`config.mk`:
```
export PLATFORM = sky130hd
export DESIGN_NAME = usb_irq_epstat
export DESIGN_NICKNAME = d
export VERILOG_FILES = /design/src/rtl/usb_irq_pkg.sv /design/src/rtl/usb_irq_epstat.sv
export VERILOG_INCLUDE_DIRS = /design/src /design/src/rtl
export SDC_FILE = /design/constraint.sdc
export NUM_CORES = 1
export LEC_CHECK = 0
export ABC_AREA = 1
export BUFFER_PORTS_ARGS = -buffer_cell sky130_fd_sc_hd__buf_2
export CORE_MARGIN = 2
export CORE_UTILIZATION = 30
export CTS_CLUSTER_DIAMETER = 50
export DETAILED_ROUTE_END_ITERATION = 8
export SLEW_MARGIN = 10
export SYNTH_ARGS = -nofsm -noshare
export SYNTH_HDL_FRONTEND = slang
export SYNTH_SLANG_ARGS = --single-unit
```
`constraint.sdc`:
```
create_clock -name CLK -period 9.7 [get_ports CLK]
set_input_delay 0.97 -clock CLK [delete_from_list [all_inputs] [get_ports CLK]]
set_output_delay 0.97 -clock CLK [all_outputs]
set_load 0.05 [all_outputs]
```
`src/rtl/usb_irq_defines.svh`:
```
`ifndef USB_IRQ_DEFINES_SVH
`define USB_IRQ_DEFINES_SVH

// register indices, byte address is four times the index
`define FRAME_NUM_IDX      10'h008
`define MFRAME_NUM_IDX     10'h009
`define LINK_IRQ_EN_IDX    10'h018
`define LINK_FLAGS_CLR_IDX 10'h01b
`define LINK_FLAGS_IDX     10'h01c
`define EP_IRQ_SUMMARY_IDX 10'h020
`define EP_STATUS_CLR_IDX  10'h104
`define EP_STATUS_SET_IDX  10'h105
`define EP_STATE_IDX       10'h106
`define EP_STRIDE_IDX      10'h020

// endpoint register slots within one stride
`define EP_SLOT_CLR        5'h00
`define EP_SLOT_SET        5'h01
`define EP_SLOT_STATE      5'h02

// link event flag positions
`define FLAG_WAKE_BIT      4
`define FLAG_RST_DONE_BIT  3
`define FLAG_SOF_BIT       2
`define FLAG_SUSPEND_BIT   0
`define LINK_FLAGS_MASK    16'h001d

// endpoint status bit 3 is unused
`define EP_STATE_MASK      8'hf7

// reset values
`define LINK_FLAGS_RESET   16'h0000
`define LINK_IRQ_EN_RESET  16'h0000
`define EP_SUMMARY_RESET   16'h0000
`define EP_STATE_RESET     8'h00

// timing
`define CLK_FREQ_KHZ       200000
`define SUSPEND_IDLE_MS    3
`define SUSPEND_IDLE_CYC   (`SUSPEND_IDLE_MS * `CLK_FREQ_KHZ)

// bus answers
`define RESP_OKAY          2'b00
`define RESP_SLVERR        2'b10

`endif

```
`src/rtl/usb_irq_pkg.sv`:
```
package usb_irq_pkg;

  // one endpoint's status byte
  typedef struct packed {
    logic bank1_ready;
    logic bank0_ready;
    logic bank1_stall_request;
    logic bank0_stall_request;
    logic unused;
    logic current_bank;
    logic in_data_toggle;
    logic out_data_toggle;
  } endpoint_state_t;

  // link event flags register layout
  typedef struct packed {
    logic [10:0] reserved_hi;
    logic        link_wake_flag;
    logic        bus_reset_done_flag;
    logic        sof_flag;
    logic        reserved_lo;
    logic        suspend_flag;
  } link_event_flags_t;

endpackage : usb_irq_pkg

```
`src/rtl/usb_irq_epstat.sv`:
```
// Behaviour
// - wake activity sets flag bit 4, interrupts
// - bus reset end sets flag bit 3
// - start of frame sets bit 2, frame number
// - high speed start of frame clears microframe
// - idle J for 3 ms sets bit 0
// - writing one clears flag, zero keeps
// - read-only endpoint summary at index 0x20
// - summary bit clears when endpoint interrupt no longer pending
// - clear bits 7,6 drop bank ready
// - clear bits 5,4 drop stall requests
// - clear bit 2 drops current bank
// - clear bits 1,0 drop data toggles
// - set register at 0x105 plus n*0x20
`timescale 1ns/10ps
`include "usb_irq_defines.svh"

module usb_irq_epstat
  import usb_irq_pkg::*;
#(
  parameter int unsigned SUSPEND_IDLE_CYCLES = `SUSPEND_IDLE_CYC,
  parameter int unsigned NUM_EP              = 16
)(
  input  wire logic                        CLK,
  input  wire logic                        RST_N,
  input  wire logic [11:0]                 S_AXI_AWADDR,
  input  wire logic                        S_AXI_AWVALID,
  output logic                             S_AXI_AWREADY,
  input  wire logic [31:0]                 S_AXI_WDATA,
  input  wire logic [3:0]                  S_AXI_WSTRB,
  input  wire logic                        S_AXI_WVALID,
  output logic                             S_AXI_WREADY,
  output logic [1:0]                       S_AXI_BRESP,
  output logic                             S_AXI_BVALID,
  input  wire logic                        S_AXI_BREADY,
  input  wire logic [11:0]                 S_AXI_ARADDR,
  input  wire logic                        S_AXI_ARVALID,
  output logic                             S_AXI_ARREADY,
  output logic [31:0]                      S_AXI_RDATA,
  output logic [1:0]                       S_AXI_RRESP,
  output logic                             S_AXI_RVALID,
  input  wire logic                        S_AXI_RREADY,
  input  wire logic                        LINK_WAKE_EVT,
  input  wire logic                        BUS_RESET_END_EVT,
  input  wire logic                        SOF_EVT,
  input  wire logic [10:0]                 SOF_FRAME_NUM,
  input  wire logic                        MICROFRAME_EVT,
  input  wire logic                        HIGH_SPEED,
  input  wire logic                        LINE_J_IDLE,
  input  wire logic [NUM_EP-1:0]           EP_IRQ_PENDING,
  output endpoint_state_t [NUM_EP-1:0]     ENDPOINT_STATE,
  output logic                             IRQ
);

  localparam int unsigned IDLE_W = $clog2(SUSPEND_IDLE_CYCLES + 1);

  logic                  rst_meta_reg;
  logic                  rst_n_reg;
  logic                  idle_meta_reg;
  logic                  idle_sync_reg;
  logic [IDLE_W-1:0]     idle_cnt_reg;
  logic                  suspend_evt;
  link_event_flags_t     flags_reg;
  logic [15:0]           flag_set;
  logic [15:0]           flag_clr;
  logic [15:0]           irq_en_reg;
  logic [10:0]           frame_number_reg;
  logic [2:0]            microframe_number_reg;
  logic [NUM_EP-1:0]     summary_reg;
  logic [11:0]           aw_addr_reg;
  logic                  aw_full_reg;
  logic [31:0]           w_data_reg;
  logic [3:0]            w_strb_reg;
  logic                  w_full_reg;
  logic                  wr_fire;
  logic [9:0]            wr_idx;
  logic [9:0]            wr_ep_off;
  logic [3:0]            wr_ep;
  logic [4:0]            wr_slot;
  logic                  wr_ep_hit;
  logic                  wr_ok;
  logic [9:0]            rd_idx;
  logic [9:0]            rd_ep_off;
  logic [3:0]            rd_ep;
  logic [4:0]            rd_slot;
  logic                  rd_ep_hit;
  logic [31:0]           rd_data;
  logic                  rd_ok;

  // reset release through two flops
  always_ff @(posedge CLK or negedge RST_N)
  begin
    if (!RST_N)
    begin
      rst_meta_reg <= 1'b0;
      rst_n_reg    <= 1'b0;
    end
    else
    begin
      rst_meta_reg <= 1'b1;
      rst_n_reg    <= rst_meta_reg;
    end
  end

  // line idle level synchroniser
  always_ff @(posedge CLK or negedge rst_n_reg)
  begin
    if (!rst_n_reg)
    begin
      idle_meta_reg <= 1'b0;
      idle_sync_reg <= 1'b0;
    end
    else
    begin
      idle_meta_reg <= LINE_J_IDLE;
      idle_sync_reg <= idle_meta_reg;
    end
  end

  // idle time counter, one suspend event per idle stretch
  always_ff @(posedge CLK or negedge rst_n_reg)
  begin
    if (!rst_n_reg)
      idle_cnt_reg <= '0;
    else if (!idle_sync_reg)
      idle_cnt_reg <= '0;
    else if (idle_cnt_reg != IDLE_W'(SUSPEND_IDLE_CYCLES))
      idle_cnt_reg <= idle_cnt_reg + IDLE_W'(1);
  end

  assign suspend_evt = idle_sync_reg
                    && (idle_cnt_reg == IDLE_W'(SUSPEND_IDLE_CYCLES - 1));

  // write channel capture, address and data in either order
  assign S_AXI_AWREADY = !aw_full_reg && !S_AXI_BVALID;
  assign S_AXI_WREADY  = !w_full_reg && !S_AXI_BVALID;
  assign wr_fire       = aw_full_reg && w_full_reg && !S_AXI_BVALID;

  always_ff @(posedge CLK or negedge rst_n_reg)
  begin
    if (!rst_n_reg)
    begin
      aw_full_reg <= 1'b0;
      aw_addr_reg <= 12'h000;
    end
    else if (S_AXI_AWVALID && S_AXI_AWREADY)
    begin
      aw_full_reg <= 1'b1;
      aw_addr_reg <= S_AXI_AWADDR;
    end
    else if (wr_fire)
      aw_full_reg <= 1'b0;
  end

  always_ff @(posedge CLK or negedge rst_n_reg)
  begin
    if (!rst_n_reg)
    begin
      w_full_reg <= 1'b0;
      w_data_reg <= 32'h0000_0000;
      w_strb_reg <= 4'h0;
    end
    else if (S_AXI_WVALID && S_AXI_WREADY)
    begin
      w_full_reg <= 1'b1;
      w_data_reg <= S_AXI_WDATA;
      w_strb_reg <= S_AXI_WSTRB;
    end
    else if (wr_fire)
      w_full_reg <= 1'b0;
  end

  // write address decode
  assign wr_idx    = aw_addr_reg[11:2];
  assign wr_ep_off = wr_idx - `EP_STATUS_CLR_IDX;
  assign wr_ep     = wr_ep_off[8:5];
  assign wr_slot   = wr_ep_off[4:0];
  assign wr_ep_hit = (wr_idx >= `EP_STATUS_CLR_IDX) && !wr_ep_off[9]
                  && (32'(wr_ep) < NUM_EP);

  always_comb
  begin
    wr_ok = 1'b0;
    if (wr_idx == `LINK_IRQ_EN_IDX || wr_idx == `LINK_FLAGS_IDX
        || wr_idx == `LINK_FLAGS_CLR_IDX)
      wr_ok = 1'b1;
    else if (wr_ep_hit && (wr_slot == `EP_SLOT_CLR || wr_slot == `EP_SLOT_SET))
      wr_ok = 1'b1;
  end

  // write response
  always_ff @(posedge CLK or negedge rst_n_reg)
  begin
    if (!rst_n_reg)
    begin
      S_AXI_BVALID <= 1'b0;
      S_AXI_BRESP  <= `RESP_OKAY;
    end
    else if (wr_fire)
    begin
      S_AXI_BVALID <= 1'b1;
      S_AXI_BRESP  <= wr_ok ? `RESP_OKAY : `RESP_SLVERR;
    end
    else if (S_AXI_BREADY)
      S_AXI_BVALID <= 1'b0;
  end

  // link event sources and software clears, set wins
  always_comb
  begin
    flag_set = 16'h0000;
    flag_clr = 16'h0000;
    flag_set[`FLAG_WAKE_BIT]     = LINK_WAKE_EVT;
    flag_set[`FLAG_RST_DONE_BIT] = BUS_RESET_END_EVT;
    flag_set[`FLAG_SOF_BIT]      = SOF_EVT;
    flag_set[`FLAG_SUSPEND_BIT]  = suspend_evt;
    if (wr_fire && (wr_idx == `LINK_FLAGS_IDX || wr_idx == `LINK_FLAGS_CLR_IDX))
    begin
      flag_clr[7:0]  = w_strb_reg[0] ? w_data_reg[7:0] : 8'h00;
      flag_clr[15:8] = w_strb_reg[1] ? w_data_reg[15:8] : 8'h00;
    end
  end

  always_ff @(posedge CLK or negedge rst_n_reg)
  begin
    if (!rst_n_reg)
      flags_reg <= `LINK_FLAGS_RESET;
    else
      flags_reg <= ((flags_reg & ~flag_clr) | flag_set) & `LINK_FLAGS_MASK;
  end

  // interrupt enable register
  always_ff @(posedge CLK or negedge rst_n_reg)
  begin
    if (!rst_n_reg)
      irq_en_reg <= `LINK_IRQ_EN_RESET;
    else if (wr_fire && wr_idx == `LINK_IRQ_EN_IDX)
    begin
      if (w_strb_reg[0])
        irq_en_reg[7:0] <= w_data_reg[7:0] & 8'(`LINK_FLAGS_MASK);
      if (w_strb_reg[1])
        irq_en_reg[15:8] <= w_data_reg[15:8];
    end
  end

  // level interrupt while any enabled flag is set
  assign IRQ = |(flags_reg & irq_en_reg & `LINK_FLAGS_MASK);

  // frame number capture on start of frame
  always_ff @(posedge CLK or negedge rst_n_reg)
  begin
    if (!rst_n_reg)
      frame_number_reg <= 11'h000;
    else if (SOF_EVT)
      frame_number_reg <= SOF_FRAME_NUM;
  end

  // microframe count, cleared by high speed start of frame
  always_ff @(posedge CLK or negedge rst_n_reg)
  begin
    if (!rst_n_reg)
      microframe_number_reg <= 3'h0;
    else if (SOF_EVT && HIGH_SPEED)
      microframe_number_reg <= 3'h0;
    else if (MICROFRAME_EVT && HIGH_SPEED)
      microframe_number_reg <= microframe_number_reg + 3'h1;
  end

  // endpoint summary follows pending interrupts
  always_ff @(posedge CLK or negedge rst_n_reg)
  begin
    if (!rst_n_reg)
      summary_reg <= '0;
    else
      summary_reg <= EP_IRQ_PENDING;
  end

  // per endpoint status byte, set and clear strobes
  for (genvar e = 0; e < NUM_EP; e++)
  begin : g_ep
    logic hit;
    assign hit = wr_fire && wr_ep_hit && w_strb_reg[0] && (wr_ep == 4'(e));

    always_ff @(posedge CLK or negedge rst_n_reg)
    begin
      if (!rst_n_reg)
        ENDPOINT_STATE[e] <= `EP_STATE_RESET;
      else if (hit && wr_slot == `EP_SLOT_SET)
        ENDPOINT_STATE[e] <= (ENDPOINT_STATE[e] | w_data_reg[7:0])
                           & `EP_STATE_MASK;
      else if (hit && wr_slot == `EP_SLOT_CLR)
        ENDPOINT_STATE[e] <= ENDPOINT_STATE[e] & ~w_data_reg[7:0]
                           & `EP_STATE_MASK;
    end
  end

  // read address decode
  assign rd_idx    = S_AXI_ARADDR[11:2];
  assign rd_ep_off = rd_idx - `EP_STATUS_CLR_IDX;
  assign rd_ep     = rd_ep_off[8:5];
  assign rd_slot   = rd_ep_off[4:0];
  assign rd_ep_hit = (rd_idx >= `EP_STATUS_CLR_IDX) && !rd_ep_off[9]
                  && (32'(rd_ep) < NUM_EP);

  always_comb
  begin
    rd_data = 32'h0000_0000;
    rd_ok   = 1'b1;
    if (rd_idx == `LINK_FLAGS_IDX)
      rd_data = {16'h0000, flags_reg};
    else if (rd_idx == `LINK_IRQ_EN_IDX)
      rd_data = {16'h0000, irq_en_reg};
    else if (rd_idx == `FRAME_NUM_IDX)
      rd_data = {21'h000000, frame_number_reg};
    else if (rd_idx == `MFRAME_NUM_IDX)
      rd_data = {29'h00000000, microframe_number_reg};
    else if (rd_idx == `EP_IRQ_SUMMARY_IDX)
      rd_data = 32'(summary_reg);
    else if (rd_ep_hit && rd_slot == `EP_SLOT_STATE)
      rd_data = {24'h000000, ENDPOINT_STATE[rd_ep]};
    else if (rd_ep_hit && (rd_slot == `EP_SLOT_CLR || rd_slot == `EP_SLOT_SET))
      rd_data = 32'h0000_0000;
    else if (rd_idx == `LINK_FLAGS_CLR_IDX)
      rd_data = 32'h0000_0000;
    else
      rd_ok = 1'b0;
  end

  // read channel, one read in flight
  assign S_AXI_ARREADY = !S_AXI_RVALID;

  always_ff @(posedge CLK or negedge rst_n_reg)
  begin
    if (!rst_n_reg)
    begin
      S_AXI_RVALID <= 1'b0;
      S_AXI_RDATA  <= 32'h0000_0000;
      S_AXI_RRESP  <= `RESP_OKAY;
    end
    else if (S_AXI_ARVALID && S_AXI_ARREADY)
    begin
      S_AXI_RVALID <= 1'b1;
      S_AXI_RDATA  <= rd_data;
      S_AXI_RRESP  <= rd_ok ? `RESP_OKAY : `RESP_SLVERR;
    end
    else if (S_AXI_RREADY)
      S_AXI_RVALID <= 1'b0;
  end

endmodule : usb_irq_epstat

```
## Yosys cells after proc, flatten, opt, wreduce, memory -nomap -nowiden

Cells that the tools add are included.

- Flip-flop bits (word level): 268
- Bits in latches: 0
- Bits in writable memories: 0
- ROM bits: 0
- Output and inout port bits: 170
- Logic and storage cells: 396
- Memories: 0

- Add/sub/neg operators: 4
- Multiply operators: 0
- Div/mod/pow operators: 0
- $lt $le $gt $ge: 3
- Eq/ne operators: 30
- Shift operators: 0
- Multiplexer cells: 65
- Bitwise operators: 37
- Reduce and logical (&&, ||, !) cells: 105

Operators with widths:

| cell | number |
|---|---|
| $mux W8 | 34 |
| $mux W32 | 5 |
| $and A8 B8 Y8 | 16 |
| $or A8 B8 Y8 | 16 |
| $logic_and A1 B1 Y1 | 67 |
| $eq A10 B5 Y1 const B | 6 |
| $reduce_bool A2 Y1 | 21 |
| $mux W20 | 2 |
| $bmux W8 S4 | 1 |
| $eq A4 B4 Y1 const B | 8 |
| $add A20 B1 Y20 const B | 1 |
| $eq A10 B4 Y1 const B | 2 |
| $eq A20 B20 Y1 const B | 1 |
| $ge A10 B9 Y1 const B | 2 |
| $ne A20 B20 Y1 const B | 1 |
| $sub A10 B9 Y10 const B | 2 |
| $mux W1 | 17 |
| $eq A4 B3 Y1 const B | 4 |
| $and A5 B5 Y5 | 2 |
| $eq A10 B6 Y1 const B | 1 |
| $eq A5 B1 Y1 const B | 2 |
| $logic_not A5 Y1 | 2 |
| $mux W5 | 2 |
| $eq A4 B2 Y1 const B | 2 |
| other kinds (15) | 27 |

## Depth between registers and ports, before layout

Gate-level depths: netlist of the first run.

- Word-level depth: 12
- Gate-level depth with buffers: 15
- Mapped depth without buffers: 14

## Worst setup path before layout of the first run

No wires, ideal clock.

- Path type: in2reg
- Start point: input S_AXI_ARADDR[7]
- End point: register S_AXI_RDATA[2]
- Data arrival time: 2.354 ns
- Slack: 7.269 ns
- Stages: 12
- Buffers on the path: 0
- Path through: nor2_1 > nand3_1 > inv_1 > nand2_1 > or2_2 > nand2_1 > inv_1 > nand3_1 > nand3_1 > nand4_1 > nand2_1 > a21oi_1

- Word-level cells in the longest chain between the ends: 10

Ends and longest elaborated chain:

| what | RTL line | source |
|---|---|---|
| from (decl) | usb_irq_epstat.sv:36 | `input wire logic [11:0] S_AXI_ARADDR,` |
| parallel branches: the longest is 9 deep, another holds $sub A10 B9 Y10 | -- |  |
| $mux W32 * | usb_irq_epstat.sv:309 | `` if (rd_idx == `LINK_FLAGS_IDX) `` |
| to (signal assigned) | usb_irq_epstat.sv:343 | `S_AXI_RDATA <= rd_data;` |
| to (decl) | usb_irq_epstat.sv:39 | `output logic [31:0] S_AXI_RDATA,` |

Every way passes the cells marked *. The select of a mux whose other input is x is not followed.
A chain may end at the register's enable or synchronous reset.

## Worst setup path after layout of the first run

- Start point: input S_AXI_ARADDR[4]
- End point: register S_AXI_RDATA[0]

The elaborated chain is that of the path after synthesis.

==> results.md, run 1 <==
* Initial antenna violation count at 1
* Initial DRC count at 648
* TNS Setup at 0 ns
* Final hold viol count at 0
* Max Clock Freq at about 0.3 GHz
* Area growth, synth to finish at 23.42%
* Via count at ~10k
* Area leader, netlist: dfrtp_1
* Clock buffer depth at 3
* Crit-path most repeated cell: nand2_1
* Gate count of the mapped netlist at 1297
* Routed wire per std cell at roughly 18 microns
* Cts hold-fix bufs at 0
* H-Tree Depth at 2
* Worst setup path start: S_AXI_ARADDR[4]
* Largest cells by area after synthesis: dfrtp_1 53%, o21ai_0 12%, nand2_1 9.0%
* #FFs+latches synth at about 230
* Postcts setup bufs at 0
* Die X at between 150 and 200 microns
* Crit end category: flip-flop
* Initial core utilization at 0.3052
* Slowest cell on crit path: nand2_2
* DP Area at roughly 12000 sq um
* DRC at 34
* Hold/Removal Path Class: in2async
* GPL Wtd Cong at between 0.8 and 0.9
* Placeable Area at between 30000 and 40000 sq um
* Worst-Skew Late Latency at 0.54 ns
* CP max FO at 55
* Final #Nets at about 1.6k
* IO Pins at 270
* Max Cap Viol at 0
* Cts repair resizes at 0
* Largest net degree at the start of global routing at ~180
* Critical Path RT at around 10 ns
* CTS tree: yes
* FFs w/ async S/R, synth at 1.000
* Register area at a little under 6000 sq um
* Vias in the first global route at about 9.7k
* CP startpoint kind: input port
* DR vias/cell at 5.040
* Number of cell rows at 69
* RSZ-0062 raised after global routing: no
* Post-route ant nets at 0
* Layout cells sized above 1 at 0.2000
* Max Slew Vio Count at 0
* Minimum clock period at roughly 3.3 ns
* DIE AREA at 37810 sq um
* Final Cycle Share at 0.3368
* Crit path cell chain: buf_2, nor2_2, nand2_1, nand2_1, nand2_2, nand2_1, nand3_1, nand3_1, nand3_1, nand3_1, nand2_1, nand2_1, nand3_1, nand2_1, inv_1
* Cts bufs inserted at 35
* Fillers at 3692
* Final global-route overflow total at 0
* Estimated wirelength of the detail-placed design at around 26 mm
* Status: finished with violations
* Worst-path clk slew at approximately 0.050 ns
* Lkg Pwr at between 6 and 7 nW
* Final core utilization at 0.3766
* Clk sinks at about 230
* CP Class: in2reg
* Failing checks: design-rule violations
* First-pass GRT wire length at approximately 57 mm
* Cell with the most instances after synthesis: nand2_1
* Top cells by count, synth: 260 x nand2_1, 259 x o21ai_0, 232 x dfrtp_1, 140 x nand3_1, 92 x inv_1
* 1st-pass router iterations at 9
* Cell Area, Synth at 10880 sq um
* Post-synth EDFFs at 0
* Buf/Inv on CP at 2
* Share of the synthesized area in the top cell type at 0.5336
* Final instance area at between 10000 and 15000 sq um
* Total track usage at 0.1933
* Max VDD drop at 178.2 uV
* Yosys warns at 0
* Sequential area share after synthesis at 0.5336
* Clock Skew at approximately 0.026 ns
* Slew at the pin closest to its max-slew limit at between 1 and 1.5 ns
* Rel. slew slack at 0.2380
* Pwr Density at around 220 nW/um^2
* Root Driver: clkbuf_16
* Multi-input logic area at around 4400 sq um
* Unique masters post-synth at 40
* Worst R2R Start: aw_addr_reg[4]$_DFFE_PN0P_
* Detailed Route WL at 36.53 mm
* Worst Path Arrival at 3.68 ns
* Top cell family by delay on the critical path: simple AND/OR/NAND/NOR gates
* Die Span Y at between 150 and 200 microns
* Largest stage delay, worst path at 0.71 ns
* Final setup viols at 0
* Main synth FF type: dfrtp_1
* Number of port buffers at 213
* Avg Inst Size Synth at 8.389 sq um
metal layers:
metal / track usage / wire (microns) / share of wire
met1: 0.2392 / 14860 / 0.41
met2: 0.3132 / 17190 / 0.47
met3: 0.05553 / 3033 / 0.083
met4: 0.08718 / 1446 / 0.040
met5: 0 / 0 / 0
report_power, final:
group	internal [mW]	switching [mW]
Combinational	0.119	0.479
Sequential	1.06	0.0678
Clock	0.796	0.487
Total	1.98	1.03
layout by cell type (no fill, tap or decap), types with 2 or more instances in the layout:
| cell type | synthesis | routed |
|---|---|---|
| nand4_1 | 16 | 16 |
| inv_2 | 2 | 2 |
| a211oi_1 | 4 | 4 |
| nor4_1 | 3 | 3 |
| nand4_2 | 4 | 4 |
| a21oi_1 | 56 | 56 |
| or2_2 | 3 | 3 |
| clkbuf_1 | 39 | 3 |
| nand2_1 | 260 | 260 |
| nor2_1 | 74 | 74 |
| nand3_1 | 140 | 140 |
| a21o_1 | 5 | 5 |
| nand3_2 | 2 | 2 |
| nor3_1 | 14 | 14 |
| bufinv_16 | 0 | 3 |
| nor2_4 | 5 | 5 |
| o21ai_0 | 259 | 259 |
| a221oi_1 | 5 | 5 |
| conb_1 | 2 | 35 |
| dfrtp_1 | 232 | 231 |
| o21ai_1 | 9 | 9 |
| nand2_2 | 5 | 5 |
| inv_6 | 0 | 2 |
| ha_1 | 3 | 3 |
| clkinv_4 | 0 | 8 |
| mux2_2 | 4 | 4 |
| buf_4 | 34 | 4 |
| inv_1 | 92 | 92 |
| clkinv_1 | 2 | 2 |
| clkbuf_8 | 0 | 2 |
| buf_2 | 10 | 213 |
| clkinvlp_4 | 0 | 4 |
| clkbuf_16 | 0 | 37 |
metrics by stage:
| stage | power (mW) | hold slack [ns] | setup slack (ns) | std cells |
|---|---|---|---|---|
| 2_1_floorplan | 1.579 | 0.3312 | 2.756 | 1330 |
| 3_3_place_gp | 1.729 | 0.3392 | 5.978 | 1926 |
| 3_5_place_dp | 1.743 | 0.3426 | 5.933 | 1926 |
| 4_1_cts | 3.041 | 0.1901 | 6.502 | 1986 |
| 5_1_grt | 3.155 | 0.2104 | 6.212 | 1986 |
| 6_report | 3.010 | 0.2239 | 6.433 | 1987 |
area by class of cell:
class	count	share of cell area
repair buffers	218	0.08311
clock inverters	18	0.01584
clock buffers	42	0.07183
multi-input cells	919	0.3267
well taps	461	0.04295
flip-flops and latches	232	0.4326
inverters	96	0.02683
diodes	1	0.0001863
path summary, 6_finish.rpt:
check                           cells after the start  slack (ns)                          to
min in group CLK                                    0        0.35     idle_sync_reg$_DFF_PN0_
worst max-delay path                               15        6.43  S_AXI_RDATA[0]$_DFFE_PN0P_
worst min-delay path                                1        0.22         rst_n_reg$_DFF_PN0_
max in group asynchronous                           1        7.90  asynchronous set/reset pin
worst max register to register                      7        7.07                   flip-flop
worst min register to register                      0        0.35     idle_sync_reg$_DFF_PN0_
kinds of logic after synthesis:
group,count (synthesis),share of synthesized area
flops,232,0.5336
other cells,2,0.0006902
simple gates,530,0.2167
mux,4,0.004140
fa+ha+maj,3,0.003450
xor+xnor,2,0.002300
buf+inv,179,0.07463
compound gates,345,0.1646
Note: power is estimated with default switching activity, not from simulation.
==> run 2: changes to the inputs <==
==> constraint.sdc (replaced) <==
create_clock -name CLK -period 2.8 [get_ports CLK]
set_input_delay 0.28 -clock CLK [delete_from_list [all_inputs] [get_ports CLK]]
set_output_delay 0.28 -clock CLK [all_outputs]
set_load 0.05 [all_outputs]
==> run 2 against run 1 <==
  * The flow still finishes with violations (design-rule violations)
  * Global-route usage increased by 0.092 points
  * Critical path depth decreased by 4
  * Flip-flop and latch count stayed put
  * Routed wire length up 2.2%
  * Worst setup slack worse by 6.1 ns
  * Clock skew grew 0.011 ns
  * Sequential share of layout area fell by 2.0 points
  * Clock-buffer cell count grew 2
==> results.md, run 2 (synthesis gave the netlist of run 1 again) <==
* Status: finished with violations
* Failing checks: design-rule violations
* Initial core utilization at 0.3052
* Total power at 10.79 mW
* Most frequent cells in the layout: 260 x nand2_1, 259 x o21ai_0, 231 x dfrtp_1
* Die Span Y at 194.4 microns
* DP Area at between 10000 and 15000 sq um
* Postcts setup bufs at 0
* Final instance area at ~14000 sq um
* Rel. slew slack at 0.3129
* Max Slew Vio Count at 0
* Number of cell rows at about 70
* Largest stage delay, worst path at 0.41 ns
* Lkg Pwr at 6.908 nW
* CP max FO at 8
* Number of port buffers at 213
* Crit end category: flip-flop
* Die X at 194.4 microns
* Post-Place Worst Slack at 0.3490 ns
* DIE AREA at about 38000 sq um
* Max Cap Viol at 0
* Pwr Density at 766.4 nW/um^2
* First-pass GRT wire length at around 57 mm
* CTS tree: yes
* Placeable Area at about 36000 sq um
* Detailed Route WL at roughly 37 mm
* Worst Path Arrival at 2.78 ns
* Hold slack at about 0.016 ns
* CP Class: reg2reg
* Total track usage at 0.1942
* Slew at the pin closest to its max-slew limit at between 1 and 1.5 ns
* Root Driver: clkbuf_16
* Layout cells sized above 1 at 0.2056
* Cts bufs inserted at 35
* Max Clock Freq at 0.4089 GHz
* DR vias/cell at about 5.1
* CP startpoint kind: flip-flop
* Estimated wirelength of the detail-placed design at ~27 mm
* DRC at 16
* Clock Skew at 0.03681 ns
* Post-route ant nets at 0
* Final hold viol count at 0
* H-Tree Depth at 2
* Most common cell after layout, fill and taps aside: nand2_1
* Clk sinks at 232
* 1st-pass router iterations at 9
* Hold/Removal Path Class: in2reg
* Area growth, synth to finish at 29.36%
* Critical Path RT at 3.13 ns
* Crit-path most repeated cell: nand2_2
* Final Cycle Share at 0.8735
* Routed wire per std cell at about 18 microns
* Crit path cell chain: nor3_2, nand2_2, nor2_4, nand2_2, nand2_2, xor2_2, nand3_2, nor2_4, nand2_1, o21ai_0, o21ai_0
* Largest net degree at the start of global routing at 56
* Via count at 10.34k
* Final #Nets at about 1.7k
* Slowest cell on crit path: dfrtp_1
* TNS Setup at 0 ns
* Final global-route overflow total at 0
* IO Pins at 270
* Setup WS post-layout at 0.3543 ns
* Vias in the first global route at approximately 9.8k
* Max VDD drop at 638.9 uV
* Clock buffer depth at 3
* RSZ-0062 raised after global routing: no
* Initial DRC count at 908
* Cts repair resizes at 0
* Worst-path clk slew at around 0.05 ns
* Worst-Skew Late Latency at around 0.53 ns
* Minimum clock period at between 2 and 2.5 ns
* GPL Wtd Cong at 0.9028
* Cts hold-fix bufs at 35
* Final setup viols at 0
* Initial antenna violation count at 1
==> run 2: power by group <==
part	internal [mW]	leakage [nW]	switching, mW
clock network	3.03	0.604	1.69
registers	3.67	3.04	0.227
logic	0.480	3.26	1.68
total	7.18	6.91	3.60
==> run 2: worst paths after layout <==
check / startpoint / end / slack [ns] / cells after the start
worst max register to register: aw_addr_reg[6]$_DFFE_PN0P_ / flip-flop / 0.35 / 11
worst max-delay path: aw_addr_reg[6]$_DFFE_PN0P_ / flip-flop / 0.35 / 11
min in group asynchronous: RST_N / rst_n_reg$_DFF_PN0_ / 0.10 / 2
worst min-delay path: S_AXI_WDATA[14] / w_data_reg[14]$_DFFE_PN0P_ / 0.02 / 3
max in group asynchronous: rst_n_reg$_DFF_PN0_ / microframe_number_reg[1]$_DFFE_PN0P_ / 1.63 / 2
worst min register to register: rst_n_reg$_DFF_PN0_ / asynchronous set/reset pin / 0.27 / 0
==> run 2: cell type report <==
cell class                 instances  area, sq um
antenna                            1        2.502
clock buffer                      44        959.7
clock inverter                    19        315.3
fill                            3598        21580
inverter                          96        360.3
multi-input combinational        919         4387
sequential                       232         5809
tap                              461        576.8
timing repair buffer             271         1664
==> run 2: critical path: cells and delay by family (launching register included) <==
family,cells,cell delay [ns]
flip-flops,1,0.41
XOR/XNOR,1,0.21
AND/OR/NAND/NOR,8,1.32
AO/OA/AOI/OAI,2,0.32
==> run 2: stage by stage <==
step,cells,utilization
floorplan,1330,-
global placement,1944,0.3491
detailed placement,1944,0.3491
CTS,2042,0.3947
global route,2043,0.3947
finish,2043,0.3947
==> run 2: per-layer routing <==
metal / vias up / global-route usage / part of all wire
li1: 4850 / - / -
met1: 4979 / 0.2465 / 0.41
met2: 437 / 0.3255 / 0.48
met3: 77 / 0.03731 / 0.075
met4: 0 / 0.07920 / 0.037
met5: - / 0 / 0
